## src/verilog/rx_pcs_map.vh

```
// register offsets, fields, reset values and codes of the receive back end
`ifndef RX_PCS_MAP_VH
`define RX_PCS_MAP_VH

// register byte offsets (one 32-bit word each)
`define OFS_CTRL       5'h00
`define OFS_PATTERN    5'h04
`define OFS_STATUS     5'h08
`define OFS_IRQ_STAT   5'h0c
`define OFS_IRQ_MASK   5'h10

// control register fields
`define CTRL_FABCLK    0
`define CTRL_BOND_LO   1
`define CTRL_BOND_HI   2
`define CTRL_RMFIFO    3
`define CTRL_W         4
`define CTRL_RST       4'h0

// bonding modes
`define BOND_NONE      2'h0
`define BOND_X4        2'h1
`define BOND_X8        2'h2

// ordering pattern register: [7:0] byte, [8] control flag
`define PAT_K          8
`define PAT_W          9
`define PAT_RST        9'h1bc

// fifo clock source codes
`define CLK_FABRIC     2'h0
`define CLK_RECOV      2'h1
`define CLK_TXLOCAL    2'h2
`define CLK_CMU        2'h3

// status register fields
`define STAT_SRC_LO    0
`define STAT_SRC_HI    1
`define STAT_MASTER    2
`define STAT_FULL      3
`define STAT_EMPTY     4
`define STAT_FOUND_LO  8

// interrupt bits
`define IRQ_CODE       0
`define IRQ_DISP       1
`define IRQ_OVF        2
`define IRQ_FOUND      3
`define IRQ_W          4
`define IRQ_RST        4'h0

`endif

```

## src/verilog/rx_8b10b_lane_decoder.v

```verilog
// one-byte 8b/10b decoder with disparity check, purely combinational
`timescale 1ns/1ps
`default_nettype none

module rx_8b10b_lane_decoder (
    input  wire [9:0] code,
    input  wire       rdNegIn,
    output reg  [7:0] data,
    output wire       ctrl,
    output wire       codeErr,
    output wire       dispErr,
    output wire       rdNegOut
);

    // a is code[0] and goes first; rows read abcdei and fghj
    wire [5:0] s6 = {code[0], code[1], code[2], code[3], code[4], code[5]};
    wire [3:0] s4 = {code[6], code[7], code[8], code[9]};
    wire       k28 = (s6 == 6'h0f) || (s6 == 6'h30);
    wire [3:0] f4 = (s6 == 6'h30) ? ~s4 : s4; // k28 with rd+ flips fghj
    wire       a7 = (s4 == 4'h7) || (s4 == 4'h8);

    reg  [4:0] d5;
    reg        ok6;
    reg  [2:0] d3;
    reg        ok4;

    function [2:0] pop6;
        input [5:0] v;
        integer i;
        begin
            pop6 = 3'h0;
            for (i = 0; i < 6; i = i + 1) begin
                pop6 = pop6 + {2'h0, v[i]};
            end
        end
    endfunction

    // 6b to 5b lookup
    always @* begin
        ok6 = 1'b1;
        case (s6)
            6'h27, 6'h18: d5 = 5'h00;
            6'h1d, 6'h22: d5 = 5'h01;
            6'h2d, 6'h12: d5 = 5'h02;
            6'h31:        d5 = 5'h03;
            6'h35, 6'h0a: d5 = 5'h04;
            6'h29:        d5 = 5'h05;
            6'h19:        d5 = 5'h06;
            6'h38, 6'h07: d5 = 5'h07;
            6'h39, 6'h06: d5 = 5'h08;
            6'h25:        d5 = 5'h09;
            6'h15:        d5 = 5'h0a;
            6'h34:        d5 = 5'h0b;
            6'h0d:        d5 = 5'h0c;
            6'h2c:        d5 = 5'h0d;
            6'h1c:        d5 = 5'h0e;
            6'h17, 6'h28: d5 = 5'h0f;
            6'h1b, 6'h24: d5 = 5'h10;
            6'h23:        d5 = 5'h11;
            6'h13:        d5 = 5'h12;
            6'h32:        d5 = 5'h13;
            6'h0b:        d5 = 5'h14;
            6'h2a:        d5 = 5'h15;
            6'h1a:        d5 = 5'h16;
            6'h3a, 6'h05: d5 = 5'h17;
            6'h33, 6'h0c: d5 = 5'h18;
            6'h26:        d5 = 5'h19;
            6'h16:        d5 = 5'h1a;
            6'h36, 6'h09: d5 = 5'h1b;
            6'h0e:        d5 = 5'h1c;
            6'h2e, 6'h11: d5 = 5'h1d;
            6'h1e, 6'h21: d5 = 5'h1e;
            6'h2b, 6'h14: d5 = 5'h1f;
            6'h0f, 6'h30: d5 = 5'h1c;
            default: begin
                d5 = 5'h00;
                ok6 = 1'b0;
            end
        endcase
    end

    // 4b to 3b lookup
    always @* begin
        ok4 = 1'b1;
        case (f4)
            4'hb, 4'h4: d3 = 3'h0;
            4'h9:       d3 = 3'h1;
            4'h5:       d3 = 3'h2;
            4'hc, 4'h3: d3 = 3'h3;
            4'hd, 4'h2: d3 = 3'h4;
            4'ha:       d3 = 3'h5;
            4'h6:       d3 = 3'h6;
            4'he, 4'h1: d3 = 3'h7;
            4'h7, 4'h8: d3 = 3'h7;
            default: begin
                d3 = 3'h0;
                ok4 = 1'b0;
            end
        endcase
        data = {d3, d5};
    end

    // control groups: k28.y and the four k.x.7 with alternate 7
    wire kx7 = (d5 == 5'h17) || (d5 == 5'h1b) || (d5 == 5'h1d) ||
               (d5 == 5'h1e);
    wire a7ok = (d5 == 5'h11) || (d5 == 5'h12) || (d5 == 5'h14) ||
                (d5 == 5'h0b) || (d5 == 5'h0d) || (d5 == 5'h0e);
    assign ctrl = ok6 & (k28 | (a7 & kx7));
    assign codeErr = ~ok6 | ~ok4 | (a7 & ~k28 & ~kx7 & ~a7ok);

    // disparity of each sub-block against the running value
    wire [2:0] p6 = pop6(s6);
    wire [2:0] p4 = pop6({2'h0, s4});
    wire pos6 = (p6 > 3'h3) || (s6 == 6'h07);
    wire neg6 = (p6 < 3'h3) || (s6 == 6'h38);
    wire rdMid = pos6 ? 1'b0 : (neg6 ? 1'b1 : rdNegIn);
    wire pos4 = (p4 > 3'h2) || (s4 == 4'h3);
    wire neg4 = (p4 < 3'h2) || (s4 == 4'hc);
    wire bad6 = rdNegIn ? ((p6 < 3'h3) || (s6 == 6'h07))
                        : ((p6 > 3'h3) || (s6 == 6'h38));
    wire bad4 = rdMid ? ((p4 < 3'h2) || (s4 == 4'h3))
                      : ((p4 > 3'h2) || (s4 == 4'hc));
    assign dispErr = bad6 | bad4;
    assign rdNegOut = pos4 ? 1'b0 : (neg4 ? 1'b1 : rdMid);

endmodule

`default_nettype wire

```

## src/verilog/rx_pcs_decode_order_fifo.v

```verilog
// receive back end: 8b/10b decode, byte ordering, phase fifo, bus slave
//
// The register addresses and the Avalon-MM interface to the registers were chosen for this implementation.
`timescale 1ns/1ps
`default_nettype none
`include "rx_pcs_map.vh"

module rx_pcs_decode_order_fifo #(
    parameter NUM_CH  = 1,
    parameter BYTES   = 2,
    parameter FIFO_AW = 3
) (
    input  wire                      clk_sys,
    input  wire                      sys_rst,
    input  wire [4:0]                avs_address,
    input  wire                      avs_read,
    input  wire                      avs_write,
    input  wire [31:0]               avs_writedata,
    input  wire [3:0]                avs_byteenable,
    output reg  [31:0]               avs_readdata,
    output wire                      avs_waitrequest,
    output wire                      irq,
    input  wire [NUM_CH*BYTES*10-1:0] codeIn,
    input  wire                      codeValid,
    input  wire [NUM_CH-1:0]         orderRestart,
    output wire [NUM_CH-1:0]         orderFound,
    input  wire                      readReady,
    output reg                       dataValid,
    output wire [NUM_CH*BYTES*8-1:0] rxData,
    output wire [NUM_CH*BYTES-1:0]   ctrlDetect,
    output wire [NUM_CH*BYTES-1:0]   codeErrDetect,
    output wire [NUM_CH*BYTES-1:0]   dispErr,
    output wire [NUM_CH*BYTES-1:0]   runningDispNeg,
    output wire                      fifoError
);

    localparam LANES = NUM_CH * BYTES;
    localparam UW    = 12;              // rdNeg, disp, err, ctrl, data
    localparam CW    = BYTES * UW;
    localparam FW    = LANES * UW;
    localparam DEPTH = 1 << FIFO_AW;

    // ---------------- register bus ----------------
    reg  [`CTRL_W-1:0] ctrlReg;
    reg  [`PAT_W-1:0]  patReg;
    reg  [`IRQ_W-1:0]  irqStat;
    reg  [`IRQ_W-1:0]  irqMask;
    reg                ack;
    reg  [1:0]         clkSrc;
    reg                cmuMaster;
    reg  [31:0]        next_readdata;
    wire [`IRQ_W-1:0]  irqEvent;
    wire               fifoFull;
    wire               fifoEmpty;

    wire req    = avs_read | avs_write;
    wire wrStb  = avs_write & ack;
    wire [4:0] ofs = {avs_address[4:2], 2'b00};

    function [31:0] merge;
        input [31:0] old;
        input [31:0] wd;
        input [3:0]  be;
        integer i;
        begin
            merge = old;
            for (i = 0; i < 4; i = i + 1) begin
                if (be[i]) begin
                    merge[8*i +: 8] = wd[8*i +: 8];
                end
            end
        end
    endfunction

    wire [31:0] ctrlNew = merge({28'h0, ctrlReg}, avs_writedata,
                                avs_byteenable);
    wire [31:0] patNew  = merge({23'h0, patReg}, avs_writedata,
                                avs_byteenable);
    wire [31:0] maskNew = merge({28'h0, irqMask}, avs_writedata,
                                avs_byteenable);
    wire [`IRQ_W-1:0] irqClr = (wrStb && ofs == `OFS_IRQ_STAT) ?
        (avs_writedata[`IRQ_W-1:0] & {`IRQ_W{avs_byteenable[0]}}) :
        {`IRQ_W{1'b0}};

    // one wait cycle on every access, then the answer
    assign avs_waitrequest = req & ~ack;

    // read multiplexer, unmapped words read zero
    always @* begin
        case (ofs)
            `OFS_CTRL:     next_readdata = {28'h0, ctrlReg};
            `OFS_PATTERN:  next_readdata = {23'h0, patReg};
            `OFS_STATUS: begin
                next_readdata = 32'h0;
                next_readdata[`STAT_SRC_HI:`STAT_SRC_LO] = clkSrc;
                next_readdata[`STAT_MASTER] = cmuMaster;
                next_readdata[`STAT_FULL]   = fifoFull;
                next_readdata[`STAT_EMPTY]  = fifoEmpty;
                next_readdata[`STAT_FOUND_LO +: NUM_CH] = orderFound;
            end
            `OFS_IRQ_STAT: next_readdata = {28'h0, irqStat};
            `OFS_IRQ_MASK: next_readdata = {28'h0, irqMask};
            default:       next_readdata = 32'h0;
        endcase
    end

    // register writes, handshake and sticky interrupt bits
    always @(posedge clk_sys) begin
        if (sys_rst) begin
            ack          <= 1'b0;
            avs_readdata <= 32'h0;
            ctrlReg      <= `CTRL_RST;
            patReg       <= `PAT_RST;
            irqMask      <= `IRQ_RST;
            irqStat      <= `IRQ_RST;
        end else begin
            ack <= req & ~ack;
            if (avs_read && !ack) begin
                avs_readdata <= next_readdata;
            end
            if (wrStb && ofs == `OFS_CTRL) begin
                ctrlReg <= ctrlNew[`CTRL_W-1:0];
            end
            if (wrStb && ofs == `OFS_PATTERN) begin
                patReg <= patNew[`PAT_W-1:0];
            end
            if (wrStb && ofs == `OFS_IRQ_MASK) begin
                irqMask <= maskNew[`IRQ_W-1:0];
            end
            irqStat <= (irqStat & ~irqClr) | irqEvent; // set beats clear
        end
    end

    assign irq = |(irqStat & irqMask);

    // ---------------- fifo clock choice ----------------
    // only one clock exists here; the choice is reported in status
    always @* begin
        cmuMaster = 1'b0;
        if (ctrlReg[`CTRL_FABCLK]) begin
            clkSrc = `CLK_FABRIC;
        end else if (ctrlReg[`CTRL_BOND_HI:`CTRL_BOND_LO] != `BOND_NONE) begin
            clkSrc = `CLK_CMU;
            cmuMaster = (ctrlReg[`CTRL_BOND_HI:`CTRL_BOND_LO] == `BOND_X8);
        end else if (ctrlReg[`CTRL_RMFIFO]) begin
            clkSrc = `CLK_TXLOCAL;
        end else begin
            clkSrc = `CLK_RECOV;
        end
    end

    // ---------------- restart input synchroniser ----------------
    reg  [NUM_CH-1:0] rs1;
    reg  [NUM_CH-1:0] rs2;
    reg  [NUM_CH-1:0] rs3;
    reg  [NUM_CH-1:0] rsLvl;
    wire [NUM_CH-1:0] rsRise = rs2 & rs3 & ~rsLvl;

    // level moves only while the second and third stage agree
    always @(posedge clk_sys) begin
        if (sys_rst) begin
            rs1   <= {NUM_CH{1'b0}};
            rs2   <= {NUM_CH{1'b0}};
            rs3   <= {NUM_CH{1'b0}};
            rsLvl <= {NUM_CH{1'b0}};
        end else begin
            rs1   <= orderRestart;
            rs2   <= rs1;
            rs3   <= rs2;
            rsLvl <= (rs2 & rs3) | (rsLvl & (rs2 ^ rs3));
        end
    end

    // ---------------- lane decoders ----------------
    wire [LANES-1:0]    rdIn;
    wire [LANES-1:0]    rdOut;
    wire [LANES-1:0]    laneCodeErr;
    wire [LANES-1:0]    laneDispErr;
    wire [FW-1:0]       units;
    wire [FW-1:0]       fifoIn;
    wire [NUM_CH-1:0]   rdNow;
    reg  [NUM_CH-1:0]   foundPrev;

    genvar g;
    generate
        for (g = 0; g < LANES; g = g + 1) begin : lane
            wire [7:0] dByte;
            wire       kFlag;
            // running disparity chains low byte first within a channel
            if (g % BYTES == 0) begin : first
                assign rdIn[g] = rdNow[g / BYTES];
            end else begin : chained
                assign rdIn[g] = rdOut[g - 1];
            end
            rx_8b10b_lane_decoder dec (
                .code     (codeIn[10*g +: 10]),
                .rdNegIn  (rdIn[g]),
                .data     (dByte),
                .ctrl     (kFlag),
                .codeErr  (laneCodeErr[g]),
                .dispErr  (laneDispErr[g]),
                .rdNegOut (rdOut[g])
            );
            // error pair: code-only gives 01, any disparity gives 11
            assign units[UW*g +: UW] = {rdOut[g], laneDispErr[g],
                laneCodeErr[g] | laneDispErr[g], kFlag, dByte};
        end

        // ---------------- byte ordering per channel ----------------
        for (g = 0; g < NUM_CH; g = g + 1) begin : chan
            reg           searching;
            reg           found;
            reg           swap;
            reg           rdState;
            reg  [UW-1:0] prevHi;
            wire [CW-1:0] cur = units[CW*g +: CW];
            wire [CW-1:0] ordered;
            wire          hiMatch;
            if (BYTES == 2) begin : two
                // swap realigns by one byte using the held high byte
                assign ordered = swap ? {cur[UW-1:0], prevHi} : cur;
                assign hiMatch = (ordered[UW +: `PAT_W] == patReg);
            end else begin : one
                assign ordered = cur;
                assign hiMatch = 1'b0;
            end
            wire loMatch = (ordered[`PAT_W-1:0] == patReg);

            always @(posedge clk_sys) begin
                if (sys_rst) begin
                    searching <= 1'b1;
                    found     <= 1'b0;
                    swap      <= 1'b0;
                    rdState   <= 1'b1;
                    prevHi    <= {UW{1'b0}};
                end else begin
                    if (rsRise[g]) begin
                        searching <= 1'b1;
                        found     <= 1'b0;
                        swap      <= 1'b0;
                    end else if (codeValid && searching) begin
                        if (loMatch) begin
                            found     <= 1'b1;
                            searching <= 1'b0;
                        end else if (hiMatch) begin
                            swap <= ~swap;
                        end
                    end
                    if (codeValid) begin
                        prevHi  <= cur[CW-1 -: UW];
                        rdState <= rdOut[g*BYTES + BYTES - 1];
                    end
                end
            end
            assign rdNow[g] = rdState;
            assign orderFound[g] = found;
            assign fifoIn[CW*g +: CW] = ordered;
        end
    endgenerate

    // edge memory for the found event
    always @(posedge clk_sys) begin
        if (sys_rst) begin
            foundPrev <= {NUM_CH{1'b0}};
        end else begin
            foundPrev <= orderFound;
        end
    end

    // ---------------- phase compensation fifo ----------------
    reg  [FW-1:0]      mem [0:DEPTH-1];
    reg  [FIFO_AW:0]   wPtr;
    reg  [FIFO_AW:0]   rPtr;
    reg  [FW-1:0]      outWord;

    assign fifoEmpty = (wPtr == rPtr);
    assign fifoFull  = (wPtr[FIFO_AW] != rPtr[FIFO_AW]) &&
                       (wPtr[FIFO_AW-1:0] == rPtr[FIFO_AW-1:0]);
    assign fifoError = fifoFull | fifoEmpty;
    wire push = codeValid & ~fifoFull;
    wire pop  = readReady & ~fifoEmpty;

    // storage, write side
    always @(posedge clk_sys) begin
        if (push) begin
            mem[wPtr[FIFO_AW-1:0]] <= fifoIn;
        end
    end

    // pointers and registered output word
    always @(posedge clk_sys) begin
        if (sys_rst) begin
            wPtr      <= {(FIFO_AW+1){1'b0}};
            rPtr      <= {(FIFO_AW+1){1'b0}};
            outWord   <= {FW{1'b0}};
            dataValid <= 1'b0;
        end else begin
            dataValid <= pop;
            if (push) begin
                wPtr <= wPtr + 1'b1;
            end
            if (pop) begin
                outWord <= mem[rPtr[FIFO_AW-1:0]];
                rPtr    <= rPtr + 1'b1;
            end
        end
    end

    // per-byte outputs, low byte at the low index
    generate
        for (g = 0; g < LANES; g = g + 1) begin : outs
            assign rxData[8*g +: 8]  = outWord[UW*g +: 8];
            assign ctrlDetect[g]     = outWord[UW*g + 8];
            assign codeErrDetect[g]  = outWord[UW*g + 9];
            assign dispErr[g]        = outWord[UW*g + 10];
            assign runningDispNeg[g] = outWord[UW*g + 11];
        end
    endgenerate

    // interrupt events
    assign irqEvent[`IRQ_CODE]  = codeValid & (|laneCodeErr);
    assign irqEvent[`IRQ_DISP]  = codeValid & (|laneDispErr);
    assign irqEvent[`IRQ_OVF]   = codeValid & fifoFull;
    assign irqEvent[`IRQ_FOUND] = |(orderFound & ~foundPrev);

endmodule

`default_nettype wire

```

## config.mk

```make
export PLATFORM = sky130hd
export DESIGN_NAME = rx_pcs_decode_order_fifo
export DESIGN_NICKNAME = d
export VERILOG_FILES = /design/src/verilog/rx_8b10b_lane_decoder.v /design/src/verilog/rx_pcs_decode_order_fifo.v
export VERILOG_INCLUDE_DIRS = /design/src /design/src/verilog
export SDC_FILE = /design/constraint.sdc
export NUM_CORES = 1
export LEC_CHECK = 0
export ABC_AREA = 1
export BUFFER_PORTS_ARGS = -buffer_cell sky130_fd_sc_hd__buf_4
export CAP_MARGIN = 10
export CORE_MARGIN = 2
export CORE_UTILIZATION = 65
export CTS_CLUSTER_DIAMETER = 150
export DETAILED_ROUTE_END_ITERATION = 12
export GPL_ROUTABILITY_DRIVEN = 1
export PLACE_DENSITY = 0.95
export SLEW_MARGIN = 10
export SYNTH_ARGS = -nofsm -noshare
export SYNTH_HDL_FRONTEND = slang
export SYNTH_SLANG_ARGS = --single-unit
```

## constraint.sdc

```tcl
create_clock -name clk_sys -period 7.9 [get_ports clk_sys]
set_input_delay 0.395 -clock clk_sys [delete_from_list [all_inputs] [get_ports clk_sys]]
set_output_delay 0.395 -clock clk_sys [all_outputs]
set_load 0.1 [all_outputs]
```

==> impl_metrics.env, run 1 <==
export IMPL_drtIter0Drc=1653
export IMPL_row_count=55
export IMPL_die_h_um=156
export IMPL_numCtsBuffers=27
export IMPL_critPathLaunchType="flip-flop"
export IMPL_grt_pass1_wl_um=66600
export IMPL_post_place_ws_ps=3530
export IMPL_rsz0062_at_grt="no"
export IMPL_clockRootBuffer="clkbuf_16"
export IMPL_clkTransAtPathRegs_ps=60
export IMPL_synthesis_area_um2=15000
export IMPL_hp_class="input pin to flip-flop"
export IMPL_grt_max_degree=88
export IMPL_post_cts_buffers=0
export IMPL_h_tree_depth=1
export IMPL_async_flop_share_pct=0
export IMPL_static_leakage_power_uw=0.00712
export IMPL_clockBufferDepth=3
export IMPL_power_density_nw_per_um2=239
export IMPL_status="finished, final reports clean"
export IMPL_nets=1976
export IMPL_grt_pass1_vias=13329
export IMPL_ctsResizeCount=0
export IMPL_yosysWarnings=0
export IMPL_synth_common_cells="nand2_1 (386), nor2_1 (288), edfxtp_1 (192), o21ai_0 (168), nand3_1 (150)"
export IMPL_synth_area_leaders="edfxtp_1 (39%), dfxtp_1 (11%), nand2_1 (9.7%), nor2_1 (7.2%), o21ai_0 (5.6%)"
export IMPL_avgSynthCellArea_um2=8.12
export IMPL_p_sw_share_pct=33.8
export IMPL_timing_setup_tns_ps=0
export IMPL_grtUsageTotal_pct=34.6
export IMPL_pin_count=129
export IMPL_coreArea_um2=22600
export IMPL_switchingPower_uw=1330
export IMPL_drv_slew=0
export IMPL_setup_violations=0
export IMPL_die_area_um2=24200
export IMPL_place_gp_congestion=1.00
export IMPL_hold_path_end="rs1"
export IMPL_rr_endpoint="chan[0].swap"
export IMPL_fin_skew_ps=15.9
export IMPL_areaGrowthSynthToFinish_pct=10.2
export IMPL_hold_viol_final=0
export IMPL_ys_flop_type="edfxtp_1"
export IMPL_die_w_um=156
export IMPL_max_cap_violations=0
export IMPL_cts_tree="built"
export IMPL_ys_ff_latch=277
export IMPL_p_seq_share_pct=43.2
export IMPL_worstHoldStart="orderRestart"
export IMPL_reg2reg_depth=10
export IMPL_drc=0
export IMPL_hold_path_depth=3
export IMPL_fmax_mhz=239
export IMPL_initial_core_util_pct=66.0
export IMPL_combPwrFrac_pct=24.0
export IMPL_intPower_uw=2600
export IMPL_pwr_share_clk_pct=32.8
export IMPL_cts_sinks=277
export IMPL_synth_top_area_cell="edfxtp_1"
export IMPL_rrSetupSlack_ps=3720
export IMPL_routed_via_density=6.26
export IMPL_drtPass1Iterations=6
export IMPL_hold_buffers=0
export IMPL_yosysTopAreaCellShare_pct=38.6
export IMPL_syn_inst=1842
export IMPL_io_buffers=78
export IMPL_synth_cell_type_count=57
export IMPL_critPathCaptureType="flip-flop"
export IMPL_drive_above_1_share_pct=12.3
export IMPL_antenna_found_initial=1
export IMPL_setup_ws_ps=3720
export IMPL_worstMarginPinSlew_ps=1120
export IMPL_ys_seq_area_share_pct=49.9
export IMPL_final_antenna_net_count=0
export IMPL_finalCritPeriodShare_pct=53.0
export IMPL_cp_max_fo=35
export IMPL_crit_arrival_ps=4660
export IMPL_wirelength_um=42300
export IMPL_synth_edf_count=192
export IMPL_num_vias=13699
export IMPL_worstSetupPathType="flip-flop to flip-flop"
export IMPL_synth_most_common_cell="nand2_1"
export IMPL_insertion_delay_ps=550
export IMPL_peakVddDrop_v=0.000179
export IMPL_routedWlPerCell_um=19.3
export IMPL_cp_required_ps=8380
export IMPL_grt_overflow_total=0
export IMPL_timing_rr_start="chan[0].swap"
export IMPL_max_slew_margin_rel_pct=24.4
export IMPL_fin_crit_ps=4180
export IMPL_dp_hpwl_um=26600
layout by cell type, fill, tap and decap left out, types with 12 or more instances in the layout:
master,count
a21oi_1,73
a31oi_1,25
buf_4,88
clkbuf_16,27
conb_1,23
dfxtp_1,83
edfxtp_1,192
ha_1,19
inv_1,146
inv_2,13
nand2_1,386
nand2_2,28
nand3_1,150
nand3_2,14
nand4_1,12
nor2_1,280
nor2_2,24
nor2_4,13
nor3_1,13
o21ai_0,168
o22ai_1,33
worst max-delay path by stage:
stage,slack [ps],from,depth (start not counted),endpoint
after CTS,3840,chan[0].swap,10,chan[0].swap
final,3720,chan[0].swap,10,chan[0].swap
after global placement,3630,codeIn[4],21,mem[0][21]
after floorplan,2790,rPtr[2],11,wPtr[3]
after global routing,3360,chan[0].swap,11,chan[0].swap
after detailed placement,3530,codeIn[4],21,mem[0][21]
metal layers:
metal / track usage, % / part of all wire, % / vias to the layer above
met4: 19.5 / 6.1 / 0
li1: - / - / 6233
met5: 0 / 0 / -
met1: 41.9 / 36 / 6309
met3: 6.31 / 11 / 233
met2: 58.6 / 48 / 924
power groups by stage:
stage	clock network, uW	registers (uW)	logic, uW
floorplan	0	1890	516
global placement	0	1720	872
detailed placement	0	1720	905
CTS	1280	1700	924
global route	1330	1700	1010
finish	1290	1700	944
critical path, stage by stage (launching register included):
cell	delay [ps]
dfxtp_1	1010
clkinv_1	1100
o21ai_0	1130
nand2_1	150
nand2_1	130
nor2_1	70
nand3_1	110
nor2_2	70
nand3_1	80
nand3_1	100
a21oi_2	160
cells by family after synthesis:
| group | synth area share [%] |
|---|---|
| AND/OR/NAND/NOR | 27.2 |
| AO/OA/AOI/OAI | 12.5 |
| flip-flops | 49.9 |
| buffers and inverters | 7.43 |
| adder cells (fa/ha/maj) | 2.66 |
| XOR/XNOR | 0.234 |
| other | 0.0251 |
sequential cells by signal, indices dropped and copies added, names as in the netlist, 4 cells and up:
| signal | cells |
|---|---|
| mem | 192 |
| outWord | 24 |
| chan.prevHi | 12 |
| avs_readdata | 9 |
| patReg | 9 |
| ctrlReg | 4 |
| irqMask | 4 |
| irqStat | 4 |
| rPtr | 4 |
| wPtr | 4 |
final cells by class:
| class | instances | area [um^2] |
|---|---|---|
| clock inverter | 12 | 135 |
| fill | 1543 | 6160 |
| tap | 285 | 357 |
| inverter | 162 | 609 |
| clock buffer | 38 | 747 |
| timing repair buffer | 88 | 661 |
| sequential | 277 | 7470 |
| antenna | 1 | 2.50 |
| multi-input combinational | 1325 | 6500 |
through the flow:
stage	cell area, um^2	util (%)	hold slack, ps	power [uW]	std cells
3_3_place_gp	15600	68.9	392	2590	2137
2_1_floorplan	15000	-	388	2400	1864
6_report	16500	72.8	60.4	3930	2188
5_1_grt	16500	72.8	89.5	4050	2187
3_5_place_dp	15600	68.9	402	2630	2137
4_1_cts	16500	72.8	64.5	3900	2187
(Power assumes the default switching activity.)
==> run 2, diff against run 1 <==
Settings changed: CORE_UTILIZATION 65 to 55, PLACE_DENSITY 0.95 to 0.88.
Clock period 7.9 ns to 3.4 ns, I/O delays scaled along.
==> impl_metrics.env, run 2 (synthesized netlist as in run 1, its figures left out) <==
export IMPL_clockBufferDepth=3
export IMPL_setup_violations=0
export IMPL_static_leakage_power_uw=0.00729
export IMPL_grt_pass1_vias=12571
export IMPL_hp_class="input pin to flip-flop"
export IMPL_clockRootBuffer="clkbuf_16"
export IMPL_wirelength_um=41400
export IMPL_crit_path_start="codeIn[4]"
export IMPL_worstMarginPinSlew_ps=998
export IMPL_antenna_cells=0
export IMPL_pin_count=129
export IMPL_hold_viol_final=0
export IMPL_h_tree_depth=1
export IMPL_clkTransAtPathRegs_ps=60
export IMPL_status="finished, final reports clean"
export IMPL_grtUsageTotal_pct=28.4
export IMPL_worstSetupPathType="input pin to flip-flop"
export IMPL_max_slew_margin_rel_pct=33.4
export IMPL_die_h_um=169
export IMPL_final_antenna_net_count=0
export IMPL_mostFrequentLayoutCells="nand2_1 (386), nor2_1 (280), edfxtp_1 (192)"
export IMPL_post_cts_buffers=0
export IMPL_dp_hpwl_um=27300
export IMPL_hold_path_depth=3
export IMPL_critPathLaunchType="input pin"
export IMPL_finalCritPeriodShare_pct=91.9
export IMPL_grt_max_degree=99
export IMPL_fin_skew_ps=25.7
export IMPL_rr_endpoint="mem[2][21]"
export IMPL_grt_pass1_wl_um=64700
export IMPL_fmax_mhz=320
export IMPL_rrSetupSlack_ps=640
export IMPL_timing_rr_start="wPtr[1]"
export IMPL_reg2reg_depth=9
export IMPL_peakVddDrop_v=0.000364
export IMPL_largest_register_ffs=192
export IMPL_crit_arrival_ps=3390
export IMPL_row_count=60
export IMPL_drtIter0Drc=1393
export IMPL_numCtsBuffers=27
export IMPL_cp_required_ps=3660
export IMPL_place_gp_congestion=0.969
export IMPL_worstHoldStart="codeValid"
export IMPL_coreArea_um2=26800
export IMPL_die_w_um=169
export IMPL_routedWlPerCell_um=18.1
export IMPL_grt_overflow_total=0
export IMPL_routed_via_density=5.86
export IMPL_io_buffers=78
export IMPL_nets=2019
export IMPL_insertion_delay_ps=540
export IMPL_num_vias=13405
export IMPL_cts_sinks=277
export IMPL_rsz0062_at_grt="no"
export IMPL_cts_tree="built"
export IMPL_die_area_um2=28500
export IMPL_cp_max_fo=8
export IMPL_final_common_cell="nand2_1"
export IMPL_p_total_uw=8950
export IMPL_max_cap_violations=0
export IMPL_drv_slew=0
export IMPL_critPathCaptureType="flip-flop"
export IMPL_power_density_nw_per_um2=531
export IMPL_drive_above_1_share_pct=13.5
export IMPL_nFillCells=2154
export IMPL_antenna_found_initial=0
export IMPL_areaGrowthSynthToFinish_pct=12.7
export IMPL_fin_crit_ps=3120
export IMPL_initial_core_util_pct=55.8
export IMPL_drc=0
export IMPL_timing_setup_tns_ps=0
export IMPL_hold_path_end="irqStat[2]"
export IMPL_drtPass1Iterations=6
-- run 2: layer usage --
layer	share of wire (%)	vias to the layer above	track usage [%]	routed length, um
met1	38	6208	36.5	15800
li1	-	6315	-	-
met5	0	-	0	0
met2	49	750	49.0	20300
met3	9.1	132	3.51	3790
met4	3.7	0	11.3	1520
-- run 2: cell type report --
cell class	count	area, um^2	share of cell area [%]
flip-flops and latches	277	7470	44.3
multi-input cells	1325	6500	38.6
repair buffers	131	1020	6.07
clock buffers	34	702	4.17
inverters	162	609	3.62
well taps	341	427	2.53
clock inverters	16	114	0.676
-- run 2: metrics by stage --
step	utilization, %	cells	setup slack [ps]	hold WS [ps]	area (um^2)
global placement	59.2	2220	-246	390	15900
global route	62.9	2286	29.1	31.3	16800
floorplan	-	1864	39.1	254	15100
finish	62.9	2286	275	20.3	16800
detailed placement	59.2	2220	-317	386	15900
CTS	62.8	2286	224	0.718	16800
-- run 2: worst max path at each step --
stage	slack, ps	to	depth (start not counted)
2_1_floorplan	40	mem[0][21]	20
3_3_place_gp	-250	mem[1][22]	22
3_5_place_dp	-320	mem[2][21]	21
4_1_cts	220	mem[2][21]	21
5_1_grt	30	mem[2][21]	21
6_report	280	mem[2][21]	21
-- run 2: where the power goes --
group          internal, uW  leakage [uW]  switching (uW)  total [uW]
registers              3850       0.00244            78.7        3930
clock network          1540      0.000398            1250        2790
logic                   551       0.00446            1680        2230
total                  5940       0.00729            3010        8950
-- run 2: what timing repair did --
| item | 4_1_cts | 5_1_grt |
|---|---|---|
| hold buffers | 16 | 0 |
| endpoints found under the setup margin | 0 | 16 |
| endpoints found under the hold margin | 24 | 0 |
| gates resized for setup | 0 | 3 |
-- run 2: worst max-delay path: stages --
cell and delay (ps):
buf_4 110, inv_1 80, ha_1 230, inv_1 70, fa_1 420, fa_1 360
inv_1 70, fa_1 400, a21oi_1 150, inv_1 80, nand3_1 70, nand3_1 100
nand3_1 130, a21oi_1 80, nand2_1 70, nand3_1 90, nand2_1 100, o2111ai_2 130
or2_1 290, o22ai_2 100, inv_2 90
